$ cat config.mk
export PLATFORM = sky130hd
export DESIGN_NAME = rtu_serial_slave_framer
export DESIGN_NICKNAME = d
export VERILOG_FILES = /design/src/rtu_pkg.sv /design/src/rtu_stream_if.sv /design/src/rtu_fifo.sv /design/src/rtu_serial_slave_framer.sv
export SDC_FILE = /design/constraint.sdc
export NUM_CORES = 1
export LEC_CHECK = 0
export ABC_CLOCK_PERIOD_IN_PS = 4200
export BUFFER_PORTS_ARGS = -buffer_cell sky130_fd_sc_hd__clkbuf_2
export CAP_MARGIN = 0
export CORE_MARGIN = 3
export CORE_UTILIZATION = 28
export CTS_CLUSTER_DIAMETER = 200
export DETAILED_ROUTE_END_ITERATION = 10
export GPL_TIMING_DRIVEN = 0
export SLEW_MARGIN = 5
export SYNTH_ARGS = -nofsm -noshare
export SYNTH_HDL_FRONTEND = slang
export SYNTH_SLANG_ARGS = --single-unit
$ cat constraint.sdc
create_clock -name i_clk -period 4.2 [get_ports i_clk]
set_clock_uncertainty 0.1 [all_clocks]
set_input_delay 0.42 -clock i_clk [delete_from_list [all_inputs] [get_ports i_clk]]
set_output_delay 0.42 -clock i_clk [all_outputs]
set_load 0.01 [all_outputs]
$ cat src/rtu_pkg.sv
// Package for the serial telegram framer: timing, sizes, rate codes.
// Assumes a 25 MHz system clock; all counts derive from it.
package rtu_pkg;
  // System clock rate in Hz
  localparam int unsigned CLK_HZ = 25000000;
  // Rate selector codes
  typedef enum logic [2:0] {
    RATE_9600, RATE_19200, RATE_38400, RATE_57600, RATE_76800
  } rate_t;
  // One character is eleven bit times
  localparam int unsigned CHAR_BITS = 11;
  // Gap figure in half characters (3.5 chars = 7 halves)
  localparam int unsigned GAP_HALF_CHARS = 7;
  // Fixed character time above the 19200 rate, in ns
  localparam int unsigned CHAR_TIME_FAST_NS = 573000;
  // Fixed gap time above the 19200 rate, in ns
  localparam int unsigned FRAME_GAP_FAST_NS = 2005000;
  // Cycles of character time at each slow rate (longest rounds down)
  localparam int unsigned CHAR_CYC_9600 = CLK_HZ / 9600 * CHAR_BITS;
  localparam int unsigned CHAR_CYC_19200 = CHAR_CYC_9600 / 2;
  // Cycles of gap at 9600 (least time rounds up)
  localparam int unsigned GAP_CYC_9600 =
    (CHAR_CYC_9600 * GAP_HALF_CHARS + 1) / 2;
  // Fixed gap cycles for 19200 and faster, truncating division
  localparam int unsigned GAP_CYC_FAST =
    (FRAME_GAP_FAST_NS / 1000 * (CLK_HZ / 1000000));
  // Fixed char cycles for 19200 and faster
  localparam int unsigned CHAR_CYC_FAST =
    (CHAR_TIME_FAST_NS / 1000 * (CLK_HZ / 1000000));
  // Broadcast address and address range
  localparam logic [7:0] ADDR_BCAST = 8'h00;
  localparam logic [7:0] ADDR_MAX = 8'hf7;
  // CRC seed and reflected polynomial
  localparam logic [15:0] CRC_SEED = 16'hffff;
  localparam logic [15:0] CRC_POLY = 16'ha001;
  // Timer width, ample for the longest gap
  localparam int unsigned TMR_W = 20;
  // Reset value of the timer
  localparam logic [TMR_W-1:0] TMR_RST = '0;
endpackage : rtu_pkg

$ cat src/rtu_stream_if.sv
// Byte stream carrier between the framer and its FIFO.
// Assumes both ends share one clock.
`timescale 1ns/1ps
`default_nettype none
interface rtu_stream_if #(parameter int W = 9);
  logic [W-1:0] data; // Payload word
  logic valid; // Word offered
  logic ready; // Word accepted
  modport src (output data, output valid, input ready);
  modport snk (input data, input valid, output ready);
endinterface : rtu_stream_if
`default_nettype wire

$ cat src/rtu_fifo.sv
// Small synchronous FIFO with valid/ready on both sides.
// Assumes one clock; read data comes from a register.
`timescale 1ns/1ps
`default_nettype none
module rtu_fifo #(
  parameter int W = 9,
  parameter int DEPTH = 4
) (
  // Clock and reset
  input wire logic i_clk,
  input wire logic i_rstn,
  // Filling side
  rtu_stream_if.snk wr,
  // Draining side
  output logic [W-1:0] o_data,
  output logic o_valid,
  input wire logic i_ready
);
  localparam int AW = $clog2(DEPTH);
  logic [W-1:0] mem_q [DEPTH]; // Storage
  logic [AW:0] wp_q, wp_d, rp_q, rp_d; // Pointers with wrap bit
  logic [W-1:0] out_q, out_d; // Registered head word
  logic ov_q, ov_d; // Head word valid
  logic full, empty, push, pop; // Flags

  // Flags and handshakes
  always_comb begin
    empty = (wp_q == rp_q);
    full = (wp_q[AW-1:0] == rp_q[AW-1:0]) && (wp_q[AW] != rp_q[AW]);
    push = wr.valid && !full;
    pop = !empty && (!ov_q || i_ready);
    wp_d = push ? wp_q + 1'b1 : wp_q;
    rp_d = pop ? rp_q + 1'b1 : rp_q;
    out_d = pop ? mem_q[rp_q[AW-1:0]] : out_q;
    ov_d = pop ? 1'b1 : (i_ready ? 1'b0 : ov_q);
  end
  assign wr.ready = !full;

  // Pointer and head registers
  always_ff @(posedge i_clk or negedge i_rstn) begin
    if (!i_rstn) begin
      wp_q <= '0;
      rp_q <= '0;
      out_q <= '0;
      ov_q <= 1'b0;
    end else begin
      wp_q <= wp_d;
      rp_q <= rp_d;
      out_q <= out_d;
      ov_q <= ov_d;
    end
  end

  // Storage write
  always_ff @(posedge i_clk) begin
    if (push) begin
      mem_q[wp_q[AW-1:0]] <= wr.data;
    end
  end

  assign o_data = out_q;
  assign o_valid = ov_q;
endmodule : rtu_fifo
`default_nettype wire

$ cat src/rtu_serial_slave_framer.sv
// Slave-side telegram framer for a binary serial line.
// Assumes bytes arrive from a UART on the same clock; rate from config.
//
// Behaviour
// - Binary mode only; no text mode
// - Reply first byte is own address
// - Address zero is broadcast; never answered
// - Two CRC bytes end telegram, low first
// - Silence of 3.5 chars separates telegrams
// - First byte after gap is address
// - Gap after last byte completes telegram
// - Long inner gap restarts telegram assembly
// - Above 19200 timing stays at 19200 values
// - Fast rates use 573us and 2.005ms
// - One master, at most 247 slaves
// - Order: address, data unit, check field
// - Rates 9600 to 76800 selectable
// - Slave address in 1 to 247; i_own_addr is not range-checked
`timescale 1ns/1ps
`default_nettype none
module rtu_serial_slave_framer #(
  parameter int FIFO_DEPTH = 4,
  parameter int unsigned GAP_SLOW = rtu_pkg::GAP_CYC_9600,
  parameter int unsigned GAP_FAST = rtu_pkg::GAP_CYC_FAST
) (
  // Clock and reset
  input wire logic i_clk,
  input wire logic i_rstn,
  // Configuration
  input wire logic [2:0] i_rate,
  input wire logic [7:0] i_own_addr,
  // Received bytes from UART
  input wire logic [7:0] i_rx_data,
  input wire logic i_rx_valid,
  // Accepted telegram bytes out (bit 8 marks last)
  output logic [7:0] o_msg_data,
  output logic o_msg_last,
  output logic o_msg_valid,
  input wire logic i_msg_ready,
  // Telegram result events
  output logic o_msg_ok,
  output logic o_msg_bcast,
  output logic o_msg_drop,
  // Reply payload in (data unit only)
  input wire logic [7:0] i_rep_data,
  input wire logic i_rep_valid,
  input wire logic i_rep_last,
  output logic o_rep_ready,
  // Bytes to the UART transmitter
  output logic [7:0] o_tx_data,
  output logic o_tx_valid,
  input wire logic i_tx_ready,
  // Line idle indicator
  output logic o_idle
);
  typedef enum logic [1:0] {RX_IDLE, RX_COLLECT, RX_SKIP} rx_t;
  typedef enum logic [2:0] {TX_IDLE, TX_ADDR, TX_DATA, TX_CRCL, TX_CRCH}
    tx_t;

  // Reflected CRC-16 of one byte
  function automatic logic [15:0] crc_step(input logic [15:0] c,
                                           input logic [7:0] b);
    logic [15:0] r;
    r = c ^ {8'h00, b};
    for (int i = 0; i < 8; i++) begin
      r = r[0] ? ((r >> 1) ^ rtu_pkg::CRC_POLY) : (r >> 1);
    end
    return r;
  endfunction : crc_step

  // Stream into FIFO
  rtu_stream_if #(.W(9)) fifo_in ();
  logic [8:0] fifo_out; // FIFO head word
  logic fifo_ov; // FIFO head valid

  // Receive state
  rx_t rx_q, rx_d; // Receive FSM
  logic [rtu_pkg::TMR_W-1:0] tmr_q, tmr_d; // Silence timer
  logic [15:0] crc_q, crc_d; // Running CRC
  logic [7:0] addr_q, addr_d; // Captured address
  logic [15:0] tail_q, tail_d; // Last two bytes
  logic [7:0] cnt_q, cnt_d; // Byte count, saturating
  logic [7:0] hold_q, hold_d; // Byte held back from FIFO
  logic hv_q, hv_d; // Hold valid
  logic mine; // Address accepted
  logic [rtu_pkg::TMR_W-1:0] gap_cyc; // Active gap threshold
  logic gap_hit; // Silence reached
  logic ok_q, ok_d, bc_q, bc_d, dr_q, dr_d; // Result pulses
  logic push_v; // Push to FIFO
  logic [8:0] push_w; // Word pushed
  logic ovf_q, ovf_d; // FIFO refused a byte
  logic idle_q, idle_d; // Registered line idle flag

  // Gap threshold per rate; fast rates clamp to fixed time
  always_comb begin
    if (i_rate == 3'(rtu_pkg::RATE_9600)) begin
      gap_cyc = rtu_pkg::TMR_W'(GAP_SLOW);
    end else begin
      gap_cyc = rtu_pkg::TMR_W'(GAP_FAST);
    end
    gap_hit = (tmr_q >= gap_cyc);
  end

  // Receive framing: next state
  always_comb begin
    rx_d = rx_q;
    tmr_d = gap_hit ? tmr_q : tmr_q + 1'b1;
    crc_d = crc_q;
    addr_d = addr_q;
    tail_d = tail_q;
    cnt_d = cnt_q;
    hold_d = hold_q;
    hv_d = hv_q;
    ok_d = 1'b0;
    bc_d = 1'b0;
    dr_d = 1'b0;
    ovf_d = ovf_q;
    push_v = 1'b0;
    push_w = {1'b0, hold_q};
    // Own address (1 to 247) or broadcast
    mine = (addr_q == i_own_addr) || (addr_q == rtu_pkg::ADDR_BCAST);
    if (i_rx_valid) begin
      tmr_d = '0;
      if (rx_q == RX_IDLE || gap_hit) begin
        // First byte after silence is the address
        rx_d = RX_COLLECT;
        addr_d = i_rx_data;
        crc_d = crc_step(rtu_pkg::CRC_SEED, i_rx_data);
        // Newest byte sits in the upper half
        tail_d = {i_rx_data, 8'h00};
        cnt_d = 8'd1;
        hv_d = 1'b0;
        ovf_d = 1'b0;
      end else if (rx_q == RX_COLLECT) begin
        crc_d = crc_step(crc_q, i_rx_data);
        tail_d = {i_rx_data, tail_q[15:8]}; // Low CRC first
        cnt_d = (cnt_q == 8'hff) ? cnt_q : cnt_q + 1'b1;
        // Delay by two so the CRC bytes never reach the FIFO
        if (cnt_q >= 8'd2 && mine) begin
          push_v = hv_q;
          if (hv_q && !fifo_in.ready) begin
            ovf_d = 1'b1;
          end
        end
        // Hold the byte two back; it is payload once this one came
        hold_d = tail_q[7:0];
        hv_d = (cnt_q >= 8'd3);
      end
    end else if (rx_q == RX_COLLECT && gap_hit) begin
      // Silence closes the telegram
      rx_d = RX_IDLE;
      // A full FIFO would lose the last byte, so drop instead
      if (cnt_q >= 8'd4 && crc_q == 16'h0000 && mine && !ovf_q &&
          fifo_in.ready) begin
        ok_d = 1'b1;
        bc_d = (addr_q == rtu_pkg::ADDR_BCAST);
        push_v = 1'b1;
        push_w = {1'b1, hold_q};
      end else begin
        dr_d = 1'b1;
      end
      hv_d = 1'b0;
    end
    // Idle flag follows the next receive state
    idle_d = (rx_d == RX_IDLE);
  end

  assign fifo_in.data = push_w;
  assign fifo_in.valid = push_v;

  // Receive framing registers
  always_ff @(posedge i_clk or negedge i_rstn) begin
    if (!i_rstn) begin
      rx_q <= RX_IDLE;
      tmr_q <= rtu_pkg::TMR_RST;
      crc_q <= rtu_pkg::CRC_SEED;
      addr_q <= 8'h00;
      tail_q <= 16'h0000;
      cnt_q <= 8'h00;
      hold_q <= 8'h00;
      hv_q <= 1'b0;
      ok_q <= 1'b0;
      bc_q <= 1'b0;
      dr_q <= 1'b0;
      ovf_q <= 1'b0;
      idle_q <= 1'b1;
    end else begin
      rx_q <= rx_d;
      tmr_q <= tmr_d;
      crc_q <= crc_d;
      addr_q <= addr_d;
      tail_q <= tail_d;
      cnt_q <= cnt_d;
      hold_q <= hold_d;
      hv_q <= hv_d;
      ok_q <= ok_d;
      bc_q <= bc_d;
      dr_q <= dr_d;
      ovf_q <= ovf_d;
      idle_q <= idle_d;
    end
  end

  // Buffer between framing and consumer
  rtu_fifo #(.W(9), .DEPTH(FIFO_DEPTH)) u_fifo (
    .i_clk(i_clk),
    .i_rstn(i_rstn),
    .wr(fifo_in),
    .o_data(fifo_out),
    .o_valid(fifo_ov),
    .i_ready(i_msg_ready)
  );

  // Transmit state
  tx_t tx_q, tx_d; // Transmit FSM
  logic [15:0] tcrc_q, tcrc_d; // Transmit CRC
  logic [7:0] txd_q, txd_d; // Byte on offer
  logic txv_q, txv_d; // Offer valid
  logic rr_q, rr_d; // Reply ready
  logic blast_q, blast_d; // Last payload seen
  logic lastbc_q, lastbc_d; // Blocks reply: set by reset, an accepted broadcast or a sent reply

  // Reply framing: address, payload, CRC low then high
  always_comb begin
    tx_d = tx_q;
    tcrc_d = tcrc_q;
    txd_d = txd_q;
    txv_d = txv_q;
    rr_d = 1'b0;
    blast_d = blast_q;
    lastbc_d = ok_q ? bc_q : lastbc_q;
    case (tx_q)
      TX_IDLE: begin
        // No reply ever follows a broadcast
        if (i_rep_valid && !lastbc_q && rx_q == RX_IDLE) begin
          tx_d = TX_ADDR;
          txd_d = i_own_addr;
          txv_d = 1'b1;
          tcrc_d = crc_step(rtu_pkg::CRC_SEED, i_own_addr);
          blast_d = 1'b0;
        end
      end
      TX_ADDR: begin
        if (i_tx_ready) begin
          txv_d = 1'b0;
          tx_d = TX_DATA;
          rr_d = 1'b1;
        end
      end
      TX_DATA: begin
        if (txv_q) begin
          if (i_tx_ready) begin
            txv_d = 1'b0;
            rr_d = !blast_q;
            if (blast_q) begin
              tx_d = TX_CRCL;
              txd_d = tcrc_q[7:0];
              txv_d = 1'b1;
            end
          end
        end else if (rr_q && i_rep_valid) begin
          txd_d = i_rep_data;
          txv_d = 1'b1;
          tcrc_d = crc_step(tcrc_q, i_rep_data);
          blast_d = i_rep_last;
        end else begin
          rr_d = 1'b1;
        end
      end
      TX_CRCL: begin
        if (i_tx_ready) begin
          tx_d = TX_CRCH;
          txd_d = tcrc_q[15:8];
        end
      end
      default: begin
        if (i_tx_ready) begin
          txv_d = 1'b0;
          tx_d = TX_IDLE;
          lastbc_d = 1'b1; // One reply per request
        end
      end
    endcase
  end

  // Reply framing registers
  always_ff @(posedge i_clk or negedge i_rstn) begin
    if (!i_rstn) begin
      tx_q <= TX_IDLE;
      tcrc_q <= rtu_pkg::CRC_SEED;
      txd_q <= 8'h00;
      txv_q <= 1'b0;
      rr_q <= 1'b0;
      blast_q <= 1'b0;
      lastbc_q <= 1'b1;
    end else begin
      tx_q <= tx_d;
      tcrc_q <= tcrc_d;
      txd_q <= txd_d;
      txv_q <= txv_d;
      rr_q <= rr_d;
      blast_q <= blast_d;
      lastbc_q <= lastbc_d;
    end
  end

  // Output wiring from flip-flops
  assign o_msg_data = fifo_out[7:0];
  assign o_msg_last = fifo_out[8];
  assign o_msg_valid = fifo_ov;
  assign o_msg_ok = ok_q;
  assign o_msg_bcast = bc_q;
  assign o_msg_drop = dr_q;
  assign o_rep_ready = rr_q;
  assign o_tx_data = txd_q;
  assign o_tx_valid = txv_q;
  assign o_idle = idle_q;
endmodule : rtu_serial_slave_framer
`default_nettype wire

Word level (Yosys, flattened, before mapping)
Memory sizes are Yosys's and may differ from the RTL's. A register that Yosys moved wholly into a read port is not among the register bits.
Index checks and enable logic that the tools add are counted.
{ "op_classes": {"reduce_logical": 49, "n_bitwise": 38, "n_eq_ne": 23, "n_lt_le_gt_ge": 4, "n_addsub": 4, "muxes": 111} }
{ "ops": {"columns": ["op", "n"], "rows": [
  ["two-way mux 16 bit", 39],
  ["inverter 2 -> 3 bit", 32],
  ["two-way mux 8 bit", 9],
  ["two-way mux 1 bit", 41],
  ["two-way mux 20 bit", 2],
  ["inverter 8 -> 16 bit", 2],
  ["case mux 16 bit (2 select lines)", 1],
  ["bitwise XOR 16 x 8 -> 16 bit", 2],
  ["two-way mux 9 bit", 3],
  ["case mux 8 bit (3 select lines)", 1],
  ["two-way mux 3 bit", 7],
  ["adder 20 x 1 -> 20 bit, second input constant", 1],
  ["greater-or-equal comparator 20 bit", 1],
  ["inequality test 2 bit, second input constant", 10],
  ["two-way mux 17 bit", 1],
  ["greater-or-equal comparator 8 x 2 -> 1 bit, second input constant", 2],
  ["zero test 16 bit", 1],
  ["nonzero test 2 bit", 7],
  ["logical AND 1 bit", 13],
  ["case mux 3 bit (4 select lines)", 1],
  ["inequality test 3 bit, second input constant", 3],
  ["AND reduction 3 bit", 3],
  ["adder 8 x 1 -> 8 bit, second input constant", 1],
  ["equality test 8 bit", 1],
  ["25 further kinds", 45]
]} }
{ "word_totals": {"mem_bits_rw": 36, "reg_bits": 122, "elab_cells": 253, "inputBits": 34, "output_inout_bits": 24, "memories": 1} }
{ "mem_list": {"columns": ["name", "words", "word_bits", "rd", "rd_ports_with_merged_regs", "write_ports", "line", "source"], "rows": [
  ["u_fifo.mem_q", 4, 9, 1, 1, 1, "rtu_fifo.sv:20", "logic [W-1:0] mem_q [DEPTH];"]
]} }

Depth between registers and ports, before layout
{ "logic_depth": {"depth_word": 20, "ltp_mapped": 11} }

Modules after synthesis
Synthesis repeated with hierarchy kept, for this count alone.
{ "hier_totals": {"cells_unflattened": 757, "hier_area_um2": 8455.6} }
{ "modules_own_cells": {"columns": ["module", "n_inst", "seq_area_each_um2", "cells_each", "area_per_inst_um2"], "rows": [
  ["rtu_serial_slave_framer", 1, 2920.3, 653, 6357.3],
  ["rtu_fifo", 1, 1481.4, 104, 2098.3]
]} }

Worst setup path after synthesis
OpenSTA, ideal clock, no wires.
{ "synth_timing": {"path_kind": "input to register", "from": "input i_rate[1]", "to": "memory u_fifo.mem_q[2][0], enable pin", "path_stages": 9, "arrival_ns": 3.509, "setup_time_ns": 0.337, "slack_ns": 0.253, "t_required_ns": 3.763, "cell_sequence": "or3_1 ha_1 nand4b_2 or4_1 or4_4 and3_4 or4_4 a21oi_4 and2_1"} }
{ "synth_between": {"elab_chain_len": 9, "elab_cells_between_ends": 11, "cone_classes": "order compare: 1; mux: 6; reduce/logical: 4"} }
{ "synth_rtl": {"columns": ["item", "line", "source"], "rows": [
  ["start, declared", "rtu_serial_slave_framer.sv:30", "input wire logic [2:0] i_rate,"],
  ["zero test 3 bit *", "rtu_serial_slave_framer.sv:96", "if (i_rate == 3'(rtu_pkg::RATE_9600)) begin"],
  ["two-way mux 17 bit *", "rtu_serial_slave_framer.sv:96", null],
  ["greater-or-equal comparator 20 bit *", "rtu_serial_slave_framer.sv:101", "gap_hit = (tmr_q >= gap_cyc);"],
  ["logical AND 1 bit or logical OR 1 bit (tied branches)", "rtu_serial_slave_framer.sv:149, rtu_serial_slave_framer.sv:124", null],
  ["two-way mux 1 bit (on tied branches)", "rtu_serial_slave_framer.sv:149, rtu_serial_slave_framer.sv:124", null],
  ["two-way mux 1 bit *", "rtu_serial_slave_framer.sv:122", "if (i_rx_valid) begin"],
  ["logical AND 1 bit *", "rtu_fifo.sv:30", "push = wr.valid && !full;"],
  ["two-way mux 1 bit *", "rtu_fifo.sv:56", "if (push) begin"],
  ["two-way mux 1 bit (not written as such) *", "rtu_fifo.sv:57", "mem_q[wp_q[AW-1:0]] <= wr.data;"],
  ["end, declared", "rtu_fifo.sv:20", null]
]} }
Mark *: on every way between the ends. The rest lies on a longest branch, timed or not.

Worst setup path in the final report
{ "layout_timing": {"from": "input i_rate[1]", "to": "memory u_fifo.mem_q[1][8], enable pin"} }
Same word-level chain as after synthesis.

==> results.sh <==
export IMPL_cts_buffers=17
export IMPL_status="finished, final reports clean"
export IMPL_antenna_found_initial=0
export IMPL_syn_inst=768
export IMPL_numPortBuffers=55
export IMPL_place_ws_ns=-0.299
export IMPL_maxSlewHeadroom_pct=25.8
export IMPL_io_pins=58
export IMPL_overflow=0
export IMPL_ys_seq_area_share_pct=53.4
export IMPL_syn_cell_area_um2=8240
export IMPL_ys_ff_latch=167
export IMPL_start_util_pct=28.6
export IMPL_fp_dieArea_um2=31500
export IMPL_placed_cells=1208
export IMPL_worstSetupStartpoint="i_rate[1]"
export IMPL_worst_skew_pair_late_latency_ns=0.43
export IMPL_grt_pass1_vias=5664
export IMPL_p_leak_nw=4.00
export IMPL_end_kind="flop"
export IMPL_fmax_ghz=0.252
export IMPL_min_delay_start="i_msg_ready"
export IMPL_crit_type="input port to flop"
export IMPL_synth_area_top_cells="dfrtp_1, edfxtp_1, dfstp_2"
export IMPL_worstMarginPinSlew_ns=1.11
export IMPL_drt_iter0_markers=353
export IMPL_antennaDiodeCount=0
export IMPL_hold_class="input port to flop"
export IMPL_p_per_area_nw_per_um2=671
export IMPL_firstDrtPassIters=7
export IMPL_vdd_drop_max_mv=0.300
export IMPL_power_mw=6.45
export IMPL_area_growth_syn_to_layout_pct=16.6
export IMPL_fillers=2953
export IMPL_grt_max_degree=75
export IMPL_ys_warn_count=0
export IMPL_cts_tree="built"
export IMPL_syn_area_per_cell_um2=10.7
export IMPL_synth_top_area_cell="dfrtp_1"
export IMPL_drtAntennaViolNets=0
export IMPL_die_h_um=178
export IMPL_final_cells=1241
export IMPL_r2r_start="tmr_q[16]"
export IMPL_synth_edf_count=36
export IMPL_cts_sinks=167
export IMPL_cp_start_kind="input port"
export IMPL_grt_usage_pct=11.9
export IMPL_drc=0
export IMPL_place_gp_congestion=0.842
export IMPL_clkSlewWorstSetupHoldPaths_ns=0.06
export IMPL_viasPerCell=4.65
export IMPL_ys_types=58
export IMPL_synthArstFlopShare_pct=78.4
export IMPL_fin_crit_sh_pct=94.6
export IMPL_fin_crit_ns=3.97
export IMPL_maxCapViolCount=0
export IMPL_ys_top_cells_by_count="nand2_1, dfrtp_1, nor2_1, xnor2_1, a21oi_1"
export IMPL_fp_coreArea_um2=28900
export IMPL_drive_gt1_share_pct=19.0
export IMPL_syn_nets=817
export IMPL_synthMostInstantiatedCell="nand2_1"
export IMPL_cts_setup_buffers=0
export IMPL_worstPathRequired_ns=4.17
export IMPL_synthDominantCellAreaShare_pct=29.5
export IMPL_crit_path_max_fanout=9
export IMPL_rsz0062_at_grt="false"
export IMPL_dieWidth_um=178
export IMPL_num_vias=5776
export IMPL_setup_violations=0
export IMPL_hold_viol=0
export IMPL_slew_violations=0
export IMPL_hpwl_um=13300
export IMPL_wl_um=18300
export IMPL_fp_row_count=62
export IMPL_layout_nets=893
export IMPL_wire_per_inst_um=14.8
export IMPL_clk_path_buf_depth=2
export IMPL_tns_ns=0
export IMPL_cp_arrival_ns=3.94
export IMPL_cts_root_buf="clkbuf_16"
export IMPL_fin_util_pct=33.3
export IMPL_h_tree_depth=4
export IMPL_synth_main_ff_cell="dfrtp_1"
export IMPL_grt_pass1_wl_um=30100
export IMPL_setup_ws_ns=0.226
metal layers:
metal	GRT usage, %	vias to the layer above	wire length [um]
met4	4.12	0	396
met3	1.69	28	594
li1	-	2813	-
met1	16.8	2818	8850
met5	0	-	0
met2	18.8	117	8480
path summary, 6_finish.rpt:
kind / to / slack, ns / cells past startpoint
worst min-delay path: u_fifo.o_valid / 0.1 / 2
max in group asynchronous: crc_q[6] / 2.80 / 3
worst min register to register: hold_q[5] / 0.37 / 2
min in group asynchronous: blast_q / 0.44 / 2
worst max-delay path: u_fifo.mem_q[1][8] / 0.23 / 10
worst max register to register: u_fifo.mem_q[1][8] / 0.44 / 8
per-stage QoR:
stage / hold WS [ns] / instance area, um^2
3_3_place_gp: 0.364 / 9000
3_5_place_dp: 0.336 / 9030
4_1_cts: 0.0811 / 9600
2_1_floorplan: 0.0244 / 8240
6_report: 0.0986 / 9610
5_1_grt: 0.0899 / 9610
logic make-up after synthesis:
logic type	count (synthesis)	synth area share, %
xor+xnor	102	11.3
compound gates	127	9.69
simple gates	265	14.5
mux	38	6.29
fa+ha+maj	15	2.28
flops	167	53.4
buf+inv	54	2.52
where the power goes:
group | switching (mW) | total (mW) | internal (mW) | leakage (nW)
Clock | 0.704 | 1.49 | 0.782 | 0.269
Combinational | 1.33 | 2.48 | 1.14 | 1.83
Sequential | 0.323 | 2.48 | 2.16 | 1.91
state kept, by name, summed over array words and instances, names as in the netlist, 8 cells and up:
signal and cells:
u_fifo.mem_q 36, o_tx_data 8, crc_q 16, u_fifo.o_data 9
cnt_q 8, addr_q 8, tail_q 16, hold_q 8
tcrc_q 16, tmr_q 20
what timing repair did:
item / 4_1_cts / 5_1_grt
setup endpoints to repair: 0 / 18
hold buffers: 1 / 0
hold endpoints to repair: 47 / 0
gates resized for setup: 0 / 2
critical path: stages:
cell,delay (ns)
clkbuf_2,0.07
or3_1,0.50
ha_1,0.37
nand4b_2,0.16
or4_1,0.49
or4_4,0.46
and3_4,0.21
or4_4,0.61
a21oi_4,0.21
and2_1,0.43
placed cells by master, fill, tap and decap left out, types with 5 or more instances in the layout:
cell / synthesis / routed
nor2_1: 78 / 78
mux2i_1: 9 / 9
o22a_1: 5 / 5
o21ai_0: 34 / 34
mux2_2: 20 / 20
clkbuf_1: 31 / 31
a31oi_1: 5 / 5
nand2_1: 114 / 114
clkbuf_2: 0 / 54
nor3_1: 8 / 8
a22o_1: 8 / 8
and3_1: 7 / 7
clkbuf_16: 0 / 17
dfrtp_1: 97 / 97
ha_1: 15 / 15
xor2_1: 39 / 39
nor4_1: 12 / 12
nand4_1: 6 / 6
xnor2_1: 60 / 60
edfxtp_1: 36 / 36
a21oi_1: 46 / 46
dfstp_2: 34 / 34
inv_1: 17 / 17
nand3_1: 11 / 11
mux4_2: 9 / 9
cell type report:
| type | count | area (um^2) | area share, % |
|---|---|---|---|
| sequential | 167 | 4400 | 45.8 |
| multi-input combinational | 547 | 3630 | 37.8 |
| tap | 384 | 480 | 5.00 |
| clock buffer | 17 | 425 | 4.43 |
| timing repair buffer | 57 | 322 | 3.35 |
| buffer | 37 | 144 | 1.50 |
| clock inverter | 15 | 136 | 1.42 |
| inverter | 17 | 63.8 | 0.664 |
Note: power is estimated with default switching activity, not from simulation.
